==> src/asrs_map.svh <==
`ifndef ASRS_MAP_SVH
`define ASRS_MAP_SVH
// ==========================================================
// register offsets
`define ASRS_OFF_DIE 8'h67
`define ASRS_OFF_PWR 8'h68
`define ASRS_OFF_MUTE 8'h69
`define ASRS_OFF_PHASE 8'h6a
`define ASRS_OFF_SS0 8'h6b
`define ASRS_OFF_SS1 8'h6c
`define ASRS_OFF_SS2 8'h6d
`define ASRS_OFF_SS3 8'h6e
`define ASRS_OFF_SS4 8'h6f
// ==========================================================
// reset values
// die code value is arbitrary, chosen for this block only
`define ASRS_DIE_CODE 8'h5a
`define ASRS_RST_OPSTATE 8'h00
`define ASRS_RST_MUTE 2'h0
`define ASRS_RST_RD 8'h00
`define ASRS_RD_UNMAPPED 8'h00
`define ASRS_RST_PHASE 8'h00
`define ASRS_RST_SS0 8'h00
`define ASRS_RST_SS1 8'h00
`define ASRS_RST_SS2 8'ha0
`define ASRS_RST_SS3 8'h11
`define ASRS_RST_SS4 8'h24
// ==========================================================
// field positions, writable masks, mute read mask and operating state limit
`define ASRS_PH_SYNC_EN 0
`define ASRS_PH_SYNC_SRC 1
`define ASRS_PH_SEL_LO 2
`define ASRS_PH_SEL_HI 3
`define ASRS_SS0_TRI 0
`define ASRS_SS0_RDM 1
`define ASRS_SS0_MAN 4
`define ASRS_SS0_PREDIV 5
`define ASRS_MASK_PHASE 8'h0f
`define ASRS_MASK_SS0 8'h33
`define ASRS_MASK_SS1 8'h7f
`define ASRS_MASK_SS4 8'h7f
`define ASRS_OP_STATE_MAX 8'h03
`define ASRS_MASK_MUTE 8'h03
`define ASRS_SS1_DITH_HI 6
`define ASRS_SS1_DITH_LO 4
`define ASRS_SS1_TRIM_HI 3
`define ASRS_SS1_TRIM_LO 0
`define ASRS_SS3_FALL_HI 7
`define ASRS_SS3_FALL_LO 4
`define ASRS_SS3_RISE_HI 3
`define ASRS_SS3_RISE_LO 0
`define ASRS_SS4_LIM_HI 4
`define ASRS_SS4_LIM_LO 0
`define ASRS_SS4_AMP_HI 6
`define ASRS_SS4_AMP_LO 5
`endif

==> src/asrs_pkg.sv <==
`default_nettype none
package asrs_pkg;
  typedef logic [7:0] asrs_byte_t;
  typedef enum logic [1:0] {
    ASRS_SS_OFF,
    ASRS_SS_AUTO,
    ASRS_SS_MANUAL
  } asrs_ssmode_e;
endpackage
`default_nettype wire

==> src/asrs_regs.sv <==
// Behaviour
// operating state read-only, codes 0..3, reset 0
// bit 1 shows right channel auto-mute
// bit 0 shows left channel auto-mute
// two-bit ramp phase select, 45 degree steps
// host sets phase before entering play
// sync source bit: 0 GPIO, 1 internal
// bit 0 enables phase sync, reset off
// pre-divide bit picks PLL clock over two
// manual bit puts spread controller manual
// triangle frequency and range field, reset 0
// manual ramp divider N, reset 0xa0
// falling step field bits 7:4, reset 1
// rising step field bits 3:0, reset 1
// period boundary field bits 4:0, reset 4
// amplitude field bits 6:5, reset 1
// read-only writes ignored, reserved hold reset
`include "asrs_map.svh"
`default_nettype none
module asrs_regs (
  // clock and reset
  input wire logic mclk,
  input wire logic rst_b,
  // control port register access
  input wire logic regWrEn,
  input wire logic [7:0] regAddr,
  input wire logic [7:0] regWrData,
  output var asrs_pkg::asrs_byte_t regRdData,
  // device state inputs, same clock
  input wire logic [7:0] opStateIn,
  input wire logic leftMuteIn,
  input wire logic rightMuteIn,
  // ramp phase controls
  output var logic [1:0] rampPhaseSel,
  output var logic phaseSyncInternal,
  output var logic phaseSyncEn,
  // spread-spectrum controls
  output var logic triangleSpreadOn,
  output var logic randomSpreadOn,
  output var logic spreadManual,
  output var logic spreadPreDiv,
  output var asrs_pkg::asrs_ssmode_e spreadMode,
  output var logic [2:0] ditherAmount,
  output var logic [3:0] triangleTrimCode,
  output var logic [7:0] manualFreqDivisor,
  output var logic [3:0] triangleFallStep,
  output var logic [3:0] triangleRiseStep,
  output var logic [4:0] trianglePeriodLimit,
  output var logic [1:0] rampAmplitude
);
  import asrs_pkg::*;

  // ==========================================================
  // state
  typedef struct packed {
    asrs_byte_t opState;
    logic [1:0] mute;
    asrs_byte_t phase;
    asrs_byte_t ss0;
    asrs_byte_t ss1;
    asrs_byte_t ss2;
    asrs_byte_t ss3;
    asrs_byte_t ss4;
    asrs_byte_t rd;
    asrs_ssmode_e mode;
  } asrs_state_s;

  asrs_state_s state_q;
  asrs_state_s state_d;

  // masked write keeps reserved bits at their reset value
  function automatic asrs_byte_t maskWr(input asrs_byte_t cur,
      input asrs_byte_t wr, input asrs_byte_t msk);
    maskWr = (wr & msk) | (cur & ~msk);
  endfunction

  function automatic asrs_ssmode_e modeOf(input asrs_byte_t ss0);
    if (ss0[`ASRS_SS0_MAN])
      modeOf = ASRS_SS_MANUAL;
    else if (ss0[`ASRS_SS0_TRI] | ss0[`ASRS_SS0_RDM])
      modeOf = ASRS_SS_AUTO;
    else
      modeOf = ASRS_SS_OFF;
  endfunction

  // ==========================================================
  // next state
  always_comb begin
    state_d = state_q;
    // reserved codes are not reported; last legal code holds
    if (opStateIn <= `ASRS_OP_STATE_MAX) begin
      state_d.opState = opStateIn;
    end
    state_d.mute = {rightMuteIn, leftMuteIn};
    if (regWrEn) begin
      case (regAddr)
        `ASRS_OFF_PHASE: begin

          state_d.phase = maskWr(state_q.phase, regWrData,
              `ASRS_MASK_PHASE);
        end
        `ASRS_OFF_SS0: begin

          state_d.ss0 = maskWr(state_q.ss0, regWrData,
              `ASRS_MASK_SS0);
        end
        `ASRS_OFF_SS1: begin

          state_d.ss1 = maskWr(state_q.ss1, regWrData,
              `ASRS_MASK_SS1);
        end
        `ASRS_OFF_SS2: begin
          state_d.ss2 = regWrData;
        end
        `ASRS_OFF_SS3: begin
          state_d.ss3 = regWrData;
        end
        `ASRS_OFF_SS4: begin

          state_d.ss4 = maskWr(state_q.ss4, regWrData,
              `ASRS_MASK_SS4);
        end
        default: begin

          state_d.ss4 = state_q.ss4;
        end
      endcase
    end
    state_d.mode = modeOf(state_d.ss0);
    case (regAddr)
      `ASRS_OFF_DIE: state_d.rd = `ASRS_DIE_CODE;
      `ASRS_OFF_PWR: state_d.rd = state_d.opState;
      `ASRS_OFF_MUTE: state_d.rd = {6'h0, state_d.mute};
      `ASRS_OFF_PHASE: state_d.rd = state_d.phase;
      `ASRS_OFF_SS0: state_d.rd = state_d.ss0;
      `ASRS_OFF_SS1: state_d.rd = state_d.ss1;
      `ASRS_OFF_SS2: state_d.rd = state_d.ss2;
      `ASRS_OFF_SS3: state_d.rd = state_d.ss3;
      `ASRS_OFF_SS4: state_d.rd = state_d.ss4;
      default: state_d.rd = `ASRS_RD_UNMAPPED;
    endcase
  end

  // ==========================================================
  // registers
  always_ff @(posedge mclk) begin
    if (!rst_b) begin
      state_q.opState <= `ASRS_RST_OPSTATE;
      state_q.mute <= `ASRS_RST_MUTE;
      state_q.phase <= `ASRS_RST_PHASE;
      state_q.ss0 <= `ASRS_RST_SS0;
      state_q.ss1 <= `ASRS_RST_SS1;
      state_q.ss2 <= `ASRS_RST_SS2;
      state_q.ss3 <= `ASRS_RST_SS3;
      state_q.ss4 <= `ASRS_RST_SS4;
      state_q.rd <= `ASRS_RST_RD;
      state_q.mode <= ASRS_SS_OFF;
    end else begin
      state_q <= state_d;
    end
  end

  // ==========================================================
  // outputs, all straight from flops
  assign regRdData = state_q.rd;
  assign rampPhaseSel =
      state_q.phase[`ASRS_PH_SEL_HI:`ASRS_PH_SEL_LO];
  assign phaseSyncInternal = state_q.phase[`ASRS_PH_SYNC_SRC];
  assign phaseSyncEn = state_q.phase[`ASRS_PH_SYNC_EN];
  assign triangleSpreadOn = state_q.ss0[`ASRS_SS0_TRI];
  assign randomSpreadOn = state_q.ss0[`ASRS_SS0_RDM];
  assign spreadManual = state_q.ss0[`ASRS_SS0_MAN];
  // pre-divide only meaningful in manual mode
  assign spreadPreDiv = state_q.ss0[`ASRS_SS0_PREDIV];
  assign spreadMode = state_q.mode;
  assign ditherAmount =
      state_q.ss1[`ASRS_SS1_DITH_HI:`ASRS_SS1_DITH_LO];
  assign triangleTrimCode =
      state_q.ss1[`ASRS_SS1_TRIM_HI:`ASRS_SS1_TRIM_LO];
  assign manualFreqDivisor = state_q.ss2;
  assign triangleFallStep =
      state_q.ss3[`ASRS_SS3_FALL_HI:`ASRS_SS3_FALL_LO];
  assign triangleRiseStep =
      state_q.ss3[`ASRS_SS3_RISE_HI:`ASRS_SS3_RISE_LO];
  assign trianglePeriodLimit =
      state_q.ss4[`ASRS_SS4_LIM_HI:`ASRS_SS4_LIM_LO];
  assign rampAmplitude =
      state_q.ss4[`ASRS_SS4_AMP_HI:`ASRS_SS4_AMP_LO];

  // ==========================================================
  // checks
  op_state_legal_a: assert property (
    @(posedge mclk) disable iff (!rst_b)
    state_q.opState <= `ASRS_OP_STATE_MAX)
    else $error("reserved operating state reported");
  right_mute_track_a: assert property (
    @(posedge mclk) disable iff (!rst_b)
    ##1 state_q.mute[1] == $past(rightMuteIn))
    else $error("right mute flag wrong");
  left_mute_track_a: assert property (
    @(posedge mclk) disable iff (!rst_b)
    ##1 state_q.mute[0] == $past(leftMuteIn))
    else $error("left mute flag wrong");
  phase_write_a: assert property (
    @(posedge mclk) disable iff (!rst_b)
    regWrEn && regAddr == `ASRS_OFF_PHASE
    |=> rampPhaseSel == $past(regWrData[`ASRS_PH_SEL_HI:`ASRS_PH_SEL_LO]))
    else $error("phase select not written");
  sync_src_write_a: assert property (
    @(posedge mclk) disable iff (!rst_b)
    regWrEn && regAddr == `ASRS_OFF_PHASE
    |=> phaseSyncInternal == $past(regWrData[`ASRS_PH_SYNC_SRC]))
    else $error("sync source not written");
  sync_en_write_a: assert property (
    @(posedge mclk) disable iff (!rst_b)
    regWrEn && regAddr == `ASRS_OFF_PHASE
    |=> phaseSyncEn == $past(regWrData[`ASRS_PH_SYNC_EN]))
    else $error("sync enable not written");
  prediv_write_a: assert property (
    @(posedge mclk) disable iff (!rst_b)
    regWrEn && regAddr == `ASRS_OFF_SS0
    |=> spreadPreDiv == $past(regWrData[`ASRS_SS0_PREDIV]))
    else $error("pre-divide not written");
  manual_mode_a: assert property (
    @(posedge mclk) disable iff (!rst_b)
    spreadManual == (spreadMode == ASRS_SS_MANUAL))
    else $error("manual mode mismatch");
  divisor_hold_a: assert property (
    @(posedge mclk) disable iff (!rst_b)
    !(regWrEn && regAddr == `ASRS_OFF_SS2) |=> $stable(manualFreqDivisor))
    else $error("divisor changed without write");
  step_write_a: assert property (
    @(posedge mclk) disable iff (!rst_b)
    regWrEn && regAddr == `ASRS_OFF_SS3
    |=> {triangleFallStep, triangleRiseStep} == $past(regWrData))
    else $error("step fields not written");
  reserved_zero_a: assert property (
    @(posedge mclk) disable iff (!rst_b)
    (state_q.phase & ~`ASRS_MASK_PHASE) == 8'h00 &&
    (state_q.ss0 & ~`ASRS_MASK_SS0) == 8'h00 &&
    (state_q.ss1 & ~`ASRS_MASK_SS1) == 8'h00 &&
    (state_q.ss4 & ~`ASRS_MASK_SS4) == 8'h00)
    else $error("reserved bit changed");
  mute_read_a: assert property (
    @(posedge mclk) disable iff (!rst_b)
    regAddr == `ASRS_OFF_MUTE ##1 regAddr == `ASRS_OFF_MUTE
    |-> (regRdData & ~`ASRS_MASK_MUTE) == 8'h00)
    else $error("mute reserved bits nonzero");

  // ==========================================================
  // status report checks
  op_state_track_a: assert property (
    @(posedge mclk) disable iff (!rst_b)
    opStateIn <= `ASRS_OP_STATE_MAX
    |=> state_q.opState == $past(opStateIn))
    else $error("operating state not tracked");
  op_state_hold_a: assert property (
    @(posedge mclk) disable iff (!rst_b)
    opStateIn > `ASRS_OP_STATE_MAX |=> $stable(state_q.opState))
    else $error("reserved operating state taken");
  state_read_a: assert property (
    @(posedge mclk) disable iff (!rst_b)
    regAddr == `ASRS_OFF_PWR |=> regRdData == state_q.opState)
    else $error("operating state read wrong");
  die_read_a: assert property (
    @(posedge mclk) disable iff (!rst_b)
    regAddr == `ASRS_OFF_DIE |=> regRdData == `ASRS_DIE_CODE)
    else $error("identifier read wrong");

  // ==========================================================
  // control write and spread mode decode checks
  mode_auto_a: assert property (
    @(posedge mclk) disable iff (!rst_b)
    !spreadManual && (triangleSpreadOn || randomSpreadOn)
    |-> spreadMode == ASRS_SS_AUTO)
    else $error("auto mode not decoded");
  trim_write_a: assert property (
    @(posedge mclk) disable iff (!rst_b)
    regWrEn && regAddr == `ASRS_OFF_SS1
    |=> triangleTrimCode ==
        $past(regWrData[`ASRS_SS1_TRIM_HI:`ASRS_SS1_TRIM_LO]))
    else $error("trim field not written");
  divisor_write_a: assert property (
    @(posedge mclk) disable iff (!rst_b)
    regWrEn && regAddr == `ASRS_OFF_SS2
    |=> manualFreqDivisor == $past(regWrData))
    else $error("divisor not written");
  rise_write_a: assert property (
    @(posedge mclk) disable iff (!rst_b)
    regWrEn && regAddr == `ASRS_OFF_SS3
    |=> triangleRiseStep ==
        $past(regWrData[`ASRS_SS3_RISE_HI:`ASRS_SS3_RISE_LO]))
    else $error("rise step not written");
  limit_write_a: assert property (
    @(posedge mclk) disable iff (!rst_b)
    regWrEn && regAddr == `ASRS_OFF_SS4
    |=> trianglePeriodLimit ==
        $past(regWrData[`ASRS_SS4_LIM_HI:`ASRS_SS4_LIM_LO]))
    else $error("period limit not written");
  amp_write_a: assert property (
    @(posedge mclk) disable iff (!rst_b)
    regWrEn && regAddr == `ASRS_OFF_SS4
    |=> rampAmplitude ==
        $past(regWrData[`ASRS_SS4_AMP_HI:`ASRS_SS4_AMP_LO]))
    else $error("amplitude not written");

  // ==========================================================
  // reset value checks
  // only the first cycle out of reset; later writes may move them
  reset_vals_a: assert property (
    @(posedge mclk) disable iff (!rst_b)
    !$past(rst_b)
    |-> state_q.phase == `ASRS_RST_PHASE &&
        state_q.ss0 == `ASRS_RST_SS0 &&
        state_q.ss1 == `ASRS_RST_SS1 &&
        state_q.ss2 == `ASRS_RST_SS2 &&
        state_q.ss3 == `ASRS_RST_SS3 &&
        state_q.ss4 == `ASRS_RST_SS4)
    else $error("register not at reset value");
endmodule
`default_nettype wire

==> config.mk <==
export PLATFORM = sky130hd
export DESIGN_NAME = asrs_regs
export DESIGN_NICKNAME = d
export VERILOG_FILES = /design/src/asrs_pkg.sv /design/src/asrs_regs.sv
export VERILOG_INCLUDE_DIRS = /design/src /design/src/src
export SDC_FILE = /design/constraint.sdc
export NUM_CORES = 1
export LEC_CHECK = 0
export ABC_AREA = 0
export BUFFER_PORTS_ARGS = -buffer_cell sky130_fd_sc_hd__buf_4
export CAP_MARGIN = 20
export CORE_MARGIN = 10
export CORE_UTILIZATION = 37
export DETAILED_ROUTE_END_ITERATION = 8
export REMOVE_ABC_BUFFERS = 1
export SYNTH_ARGS = -nofsm -noshare
export SYNTH_HDL_FRONTEND = slang
export SYNTH_SLANG_ARGS = --single-unit
==> constraint.sdc <==
create_clock -name mclk -period 1.7 [get_ports mclk]
set_clock_uncertainty 0.2 [all_clocks]
set_input_delay 0.17 -clock mclk [delete_from_list [all_inputs] [get_ports mclk]]
set_output_delay 0.17 -clock mclk [all_outputs]
set_load 0.005 [all_outputs]
; ---- Word level (Yosys, flattened, before mapping)
; Index checks and enable logic that the tools add are counted.
[word_totals]
reg_bits = 66
input_bits = 29
[op_classes]
n_lt_le_gt_ge = 1
n_eq_ne = 9
n_mux = 11
n_bitwise = 6
n_reduce_logical = 1
[op_table]
columns = op, count
row1 = $eq 8x7->1 const B, 9
row2 = $pmux 8 s9, 1
row3 = $mux 8, 7
row4 = $mux 48, 1
row5 = $or 7x8->8, 2
row6 = $le 8x2->1 const B, 1
row7 = $or 4x8->8, 1
row8 = $or 6x8->8, 1
row9 = $mux 2, 1
row10 = $reduce_or 2->1, 1
row11 = $mux 1, 1
row12 = $not 1->1, 1
row13 = $or 1x1->1, 1

; ---- Logic depth before layout (Yosys ltp)
; Gate-level depths: netlist of run 1.
[logic_depth]
word_depth = 6
depth_mapped = 7
ltp_nobuf = 4

; ---- Least setup slack after synthesis of run 1
; No wires, ideal clock.
[synth_path]
path_kind = input to register
startpoint = input regAddr[0]
endpoint = register state_q (netlist bit triangleFallStep[0])
setup_time_ps = 128
arrival_time_ps = 1205
required_ps = 1372
setup_slack_ps = 167
stages = 6
cell_sequence = buf_6 buf_6 nand3b_4 nor3_4 mux2i_1 nand2_1
[synth_between]
elab_chain_cells = 3
[synth_rtl]
columns = element, line_no
row1 = from (decl), asrs_regs.sv:26  ; input wire logic [7:0] regAddr,
row2 = $eq 8x7->1, asrs_regs.sv:96  ; case (regAddr)
row3 = $mux 8, asrs_regs.sv:96
row4 = $mux 48, asrs_regs.sv:95  ; if (regWrEn) begin
row5 = to (signal assigned), asrs_regs.sv:159  ; state_q <= state_d;
row6 = to (decl), asrs_regs.sv:68  ; asrs_state_s state_q;
; Every way passes these cells.
; A chain may end at the register's enable or synchronous reset.

; ---- Worst setup path in the final report of run 1
[layout_path]
startpoint = input regWrData[4]
endpoint = register state_q (netlist bit regRdData[4])
[layout_between]
elab_chain_cells = 4
[layout_rtl]
columns = element, line_no
row1 = from (decl), asrs_regs.sv:27  ; input wire logic [7:0] regWrData,
row2 = $or 7x8->8 or $or 6x8->8 (tied branches), asrs_regs.sv:74  ; maskWr = (wr & msk) | (cur & ~msk);
row3 = $mux 8, asrs_regs.sv:96
row4 = $mux 48 (*), asrs_regs.sv:95
row5 = $pmux 8 s9 (*), asrs_regs.sv:130  ; case (regAddr)
; Every way passes the cells marked *; elsewhere a longest branch is shown, timed or not.

==> impl_results.md, run 1 <==
* Status: finished, final reports clean
* Fmax at 637.2 MHz
* Netlist cell types at 55
* Lkg Pwr at approximately 1.6 nW
* Worst slew margin relative to its limit at ~65%
* PwrDens at 615.4 nW/um^2
* Crit path time final at 1569 ps
* Post-synthesis cell count at approximately 330
* Async S/R FF share, synth at 0%
* Critical R2R Launch: trianglePeriodLimit[3]
* Hold path startpoint: regAddr[3]
* Worst Slack Setup Final at around 130 ps
* Die area at 12280 um^2
* Hold Crit Class: input port to flop
* Placed instance area at approximately 3600 um^2
* GRT overflow at 0
* Unrepaired setup endpoints after global routing: no
* Clock Path Buffers at 2
* Primary FF master, synth: dfxtp_1
* Synthesized cell area at just over 3000 um^2
* Final slew viol count at 0
* Synth Register Bits at 55
* Design Area, Final at around 3700 um^2
* Share of the synthesized area in the top cell type at between 30% and 40%
* YS warnings at 0
* DR vias at roughly 2500
* Top cells by area, synth: dfxtp_1 (36%), mux2i_1 (17%), buf_4 (11%)
* Critical Path RT at approximately 1700 ps
* Slowest Stage Delay on Critical Path at 530 ps
* P&R area growth vs syn at 22.88%
* CP Class: input port to flop
* Initial Util at between 30% and 40%
* DRT antenna net count at 0
* Worst EP arrival at 1610 ps
* Rows at 33
* Slowest CP cell: dlygate4sd3_1
* CP endpoint kind: flop
* Chip height at 110.8 um
* Tcrit/Tclk final at 92.32%
* Power, Total at 2.308 mW
* CTS tree: done
* Routed WL per cell at about 17 um
* GPL Wtd Cong at about 0.82
* Sequential fraction of the synthesis area at a little over a third
* CP max FO at 7
* Clock sinks at 55
* Initial antenna violation count at 0
* Crit path launch: regWrData[4]
* Routed vias/inst at approximately 5
* Ant diodes at 0
* Placed insts at around 470
* Setup crit start kind: input port
* I/O pin cnt at a little under 80
* # nets final at around 420
* Core area at ~8000 um^2
* Worst-path cell chain: dlygate4sd3_1 > buf_4 > inv_1 > a2111oi_0 > o21ai_0 > a31oi_1
* Remaining DRCs at 0
* Most frequent cell after synthesis: dfxtp_1
* Pin count of the biggest net entering global routing at 34
* Post-CTS Setup Bufs at 0
* Maximum VDD drop at roughly 280 uV
* Setup TNS at 0 ps
* HPWL after DPL at around 6300 um
* Maxcap violations at 0
* Synth top cells by count: dfxtp_1 (55), mux2i_1 (51), buf_4 (43), nor2_1 (42), nand2_1 (17)
* Clock transition at path regs at roughly 90 ps
* Worst Max-Slew Pin Slew at roughly 520 ps
* Finished Layout Cells at between 400 and 500
* Post-Route WL at around 8500 um
* Number of flops mapped to enable cells by yosys at 0
* First-pass DRT Iterations at 4
* Clock root buffer: clkbuf_8
* First-pass GRT wire length at roughly 14000 um
* Number of global-route vias before repair at ~2500
* Iter 0 DRT Violations at 100
* PortBufs at 76
* Area leader, netlist: dfxtp_1
* Clock buffer count from CTS at 5
* Share of layout cells above drive strength 1 at 32.12%
* H-Tree Depth at 2
* Final setup violation count at 0
* Final Hold Vio Count at 0
* DP Worst Slack at approximately 13 ps
* Syn Area/Cell at just over 9 um^2
* Total track usage at a little over an eighth
* Die width at approximately 110 um
* Worst-Skew Late Latency at slightly above 300 ps
flip-flops by register name (all words and copies together) (netlist names), 2 cells and up:
register and flops:
regRdData 8, trianglePeriodLimit 5, rampPhaseSel 2, rampAmplitude 2, triangleRiseStep 4, ditherAmount 3
manualFreqDivisor 8, triangleFallStep 4, triangleTrimCode 4, state_q 8
area by class of cell:
| cell class | instances | area, um^2 |
|---|---|---|
| clock buffer | 6 | 82.58 |
| clock inverter | 1 | 5.005 |
| fill | 793 | 4384 |
| inverter | 3 | 11.26 |
| multi-input combinational | 206 | 1505 |
| sequential | 55 | 1101 |
| tap | 105 | 131.4 |
| timing repair buffer | 115 | 913.4 |
per-layer routing:
layer,wire length [um],track usage [%],vias up
met5,0,0,-
met4,125,3.733,0
met3,497,3.842,10
met2,3832,20.64,65
met1,4010,17.01,1151
li1,-,-,1228
cells by family after synthesis:
kind of cell    after synthesis  synth area share [%]
mux                          53                 18.20
flops                        55                 36.08
xor+xnor                      1                0.2871
simple gates                109                 20.42
compound gates               43                 10.41
buf+inv                      67                 14.60
per-stage QoR:
step                      hold WS, ps  util, %
after floorplan                 31.94        -
after CTS                       48.99    46.10
final                           59.58    46.10
after global routing            64.05    46.10
after detailed placement        207.9    43.79
after global placement          203.8    43.79
final timing paths:
path	cells past startpoint	slack, ps	to
setup / recovery	6	130	regRdData[4]
hold / removal	3	60	regRdData[5]
setup reg to reg	4	170	regRdData[3]
hold reg to reg	1	290	state_q[63]
report_power, final:
group          total (mW)  internal, mW  switching [mW]
clock network       0.735         0.321           0.414
registers            1.29          1.29         0.00115
logic               0.283         0.133           0.150
cell usage in the layout, fill, tap and decap left out, types with 4 or more instances in the layout:
master         netlist  routed
buf_4               43     103
dfxtp_1             55      55
mux2i_1             51      51
nor2_1              42      42
nand2_1             17      17
dlygate4sd3_1        0      10
and3_1               9       9
nand3_1              6       6
o21ai_0              6       6
clkbuf_8             0       6
nand2b_1             5       5
a31oi_1              4       4
nand3b_1             4       4
o211ai_1             4       4
nor2b_1              4       4
a211o_1              4       4
worst max-delay path, delay by kind of cell:
family	cells	cell delay, ps
buffers and inverters	3	740
AOI/OAI and AO/OA	3	700
timing repair:
action,4_1_cts,5_1_grt
gates resized for setup,0,0
hold buffers,10,0
hold endpoints to repair,40,0
endpoints found under the setup margin,0,0
Power figures use the tool's default switching activity.
==> run 2: changes to the inputs <==
Settings changed: CTS_BUF_LIST set to sky130_fd_sc_hd__clkbuf_16.
==> impl_results.md, run 2 (synthesis results as in run 1) <==
* Total track usage at a little over an eighth
* Maxcap violations at 0
* PwrDens at 673.1 nW/um^2
* Worst-Skew Late Latency at slightly below 300 ps
* WHS at 6.512 ps
* Lkg Pwr at approximately 1.6 nW
* Placed insts at roughly 470
* Core area at 8134 um^2
* Commonest cells after routing, fill and taps aside: buf_4 (103), dfxtp_1 (55), mux2i_1 (51)
* Most common cell after layout, fill and taps aside: buf_4
* Ant diodes at 0
* Fill count at around 800
* Initial Util at between 30 and 40%
* Clock buffer count from CTS at 5
* Status: finished, final reports clean
* Maximum VDD drop at 341.3 uV
* HPWL after DPL at 6328 um
* Fmax at 631.6 MHz
* Worst EP arrival at approximately 1600 ps
* Die area at ~12000 um^2
* Worst Max-Slew Pin Slew at 592.7 ps
* Chip height at 110.8 um
* Worst Reg-to-Reg Cells at 4
* Switching Fraction at around a quarter
* Pin count of the biggest net entering global routing at 34
* I/O pin cnt at 77
* PortBufs at 76
* Hold Crit Class: input port to flop
* Final Hold Vio Count at 0
* Final slew viol count at 0
* Routed vias/inst at between 5 and 6
* CP endpoint: regRdData[1]
* Initial antenna violation count at 0
* Post-CTS Setup Bufs at 0
* GRT overflow at 0
* Remaining DRCs at 0
* Unrepaired setup endpoints after global routing: no
* Finished Layout Cells at slightly below 500
* P&R area growth vs syn at 24.27%
* Slowest Stage Delay on Critical Path at around 560 ps
* Iter 0 DRT Violations at between 150 and 200
* Critical Path RT at 1710 ps
* Combinational power share at approximately 11%
* Clock root buffer: clkbuf_16
* Number of global-route vias before repair at approximately 2500
* GPL Wtd Cong at 0.8219
* Sequential fraction of design power at about half
* Rows at 33
* Clock Path Buffers at 2
* CP Class: flop to flop
* First-pass DRT Iterations at 4
* # nets final at 414
* Worst Slack Setup Final at around 120 ps
* Final setup violation count at 0
* CP endpoint kind: flop
* Worst slew margin relative to its limit at 59.98%
* DP Worst Slack at between 10 and 15 ps
* Crit path launch: randomSpreadOn
* Reg2reg end: regRdData[1]
* Reg2reg setup slack at roughly 120 ps
* Die width at about 110 um
* Internal Power at 1.952 mW
* DR vias at about 2500
* Critical R2R Launch: randomSpreadOn
* CP max FO at 4
* Routed WL per cell at roughly 17 um
* Clock transition at path regs at about 70 ps
* Clock sinks at 55
* First-pass GRT wire length at 13530 um
* Tcrit/Tclk final at roughly 93%
* Crit path time final at roughly 1600 ps
* DRT antenna net count at 0
* Worst-path cell chain: mux2i_1 > o311ai_0 > o21bai_1 > o211ai_1
* Share of layout cells above drive strength 1 at about a third
* Setup TNS at 0 ps
* Net switching power at approximately 600 uW
* Post-Route WL at 8492 um
* Slowest CP cell: o311ai_0
* CTS tree: done
* Clk pwr share at about two fifths
* H-Tree Depth at 2
* Setup crit start kind: flop
run 2: worst min path at each step:
stage / endpoint / slack [ps] / start / cells after the start
finish: manualFreqDivisor[0] / 7 / regWrData[0] / 3
CTS: trianglePeriodLimit[0] / 8 / regWrData[0] / 3
detailed placement: manualFreqDivisor[7] / 210 / regWrData[7] / 3
floorplan: manualFreqDivisor[5] / 30 / rst_b / 1
global placement: manualFreqDivisor[7] / 200 / regWrData[7] / 3
global route: manualFreqDivisor[1] / 20 / regWrData[1] / 3
run 2: worst max-delay path: cells and delay by family (launching register included):
kind / cells / cell delay (ps)
multiplexers: 1 / 110
AO/OA/AOI/OAI: 3 / 800
flip-flops: 1 / 390
run 2: cell type report:
| cell class | instances | area [um^2] | share of cell area, % |
|---|---|---|---|
| Multi-Input combinational cell | 206 | 1511 | 39.85 |
| Clock buffer | 5 | 125.1 | 3.299 |
| Inverter | 3 | 11.26 | 0.2969 |
| Timing Repair Buffer | 114 | 903.4 | 23.82 |
| Clock inverter | 2 | 8.758 | 0.2309 |
| Sequential cell | 55 | 1101 | 29.03 |
| Tap cell | 105 | 131.4 | 3.464 |
run 2: routing by layer:
| layer | share of wire, % | global-route usage, % | wire (um) | vias to the layer above |
|---|---|---|---|---|
| met3 | 6.0 | 3.896 | 511 | 4 |
| met1 | 47 | 16.85 | 3974 | 1172 |
| met4 | 0.52 | 2.865 | 44 | 0 |
| met5 | 0 | 0 | 0 | - |
| li1 | - | - | - | 1229 |
| met2 | 47 | 21.11 | 3962 | 56 |
run 2: power by group through the flow:
| stage | Sequential, mW | Clock, mW | Combinational, mW |
|---|---|---|---|
| 2_1_floorplan | 1.32 | 0 | 0.0904 |
| 3_3_place_gp | 1.32 | 0 | 0.262 |
| 3_5_place_dp | 1.32 | 0 | 0.263 |
| 4_1_cts | 1.29 | 1.00 | 0.280 |
| 5_1_grt | 1.29 | 1.04 | 0.304 |
| 6_report | 1.29 | 0.980 | 0.282 |
run 2: repair_timing:
| item | in CTS | in global routing |
|---|---|---|
| hold buffers | 9 | 0 |
| endpoints found under the hold margin | 28 | 0 |
| resized for setup | 0 | 3 |
| endpoints found under the setup margin | 0 | 1 |
run 2: through the flow:
stage | instance area [um^2] | total power [mW] | utilization (%)
2_1_floorplan | 2618 | 1.411 | -
3_3_place_gp | 3562 | 1.583 | 43.79
3_5_place_dp | 3562 | 1.583 | 43.79
4_1_cts | 3786 | 2.574 | 46.55
5_1_grt | 3792 | 2.631 | 46.62
6_report | 3792 | 2.553 | 46.62
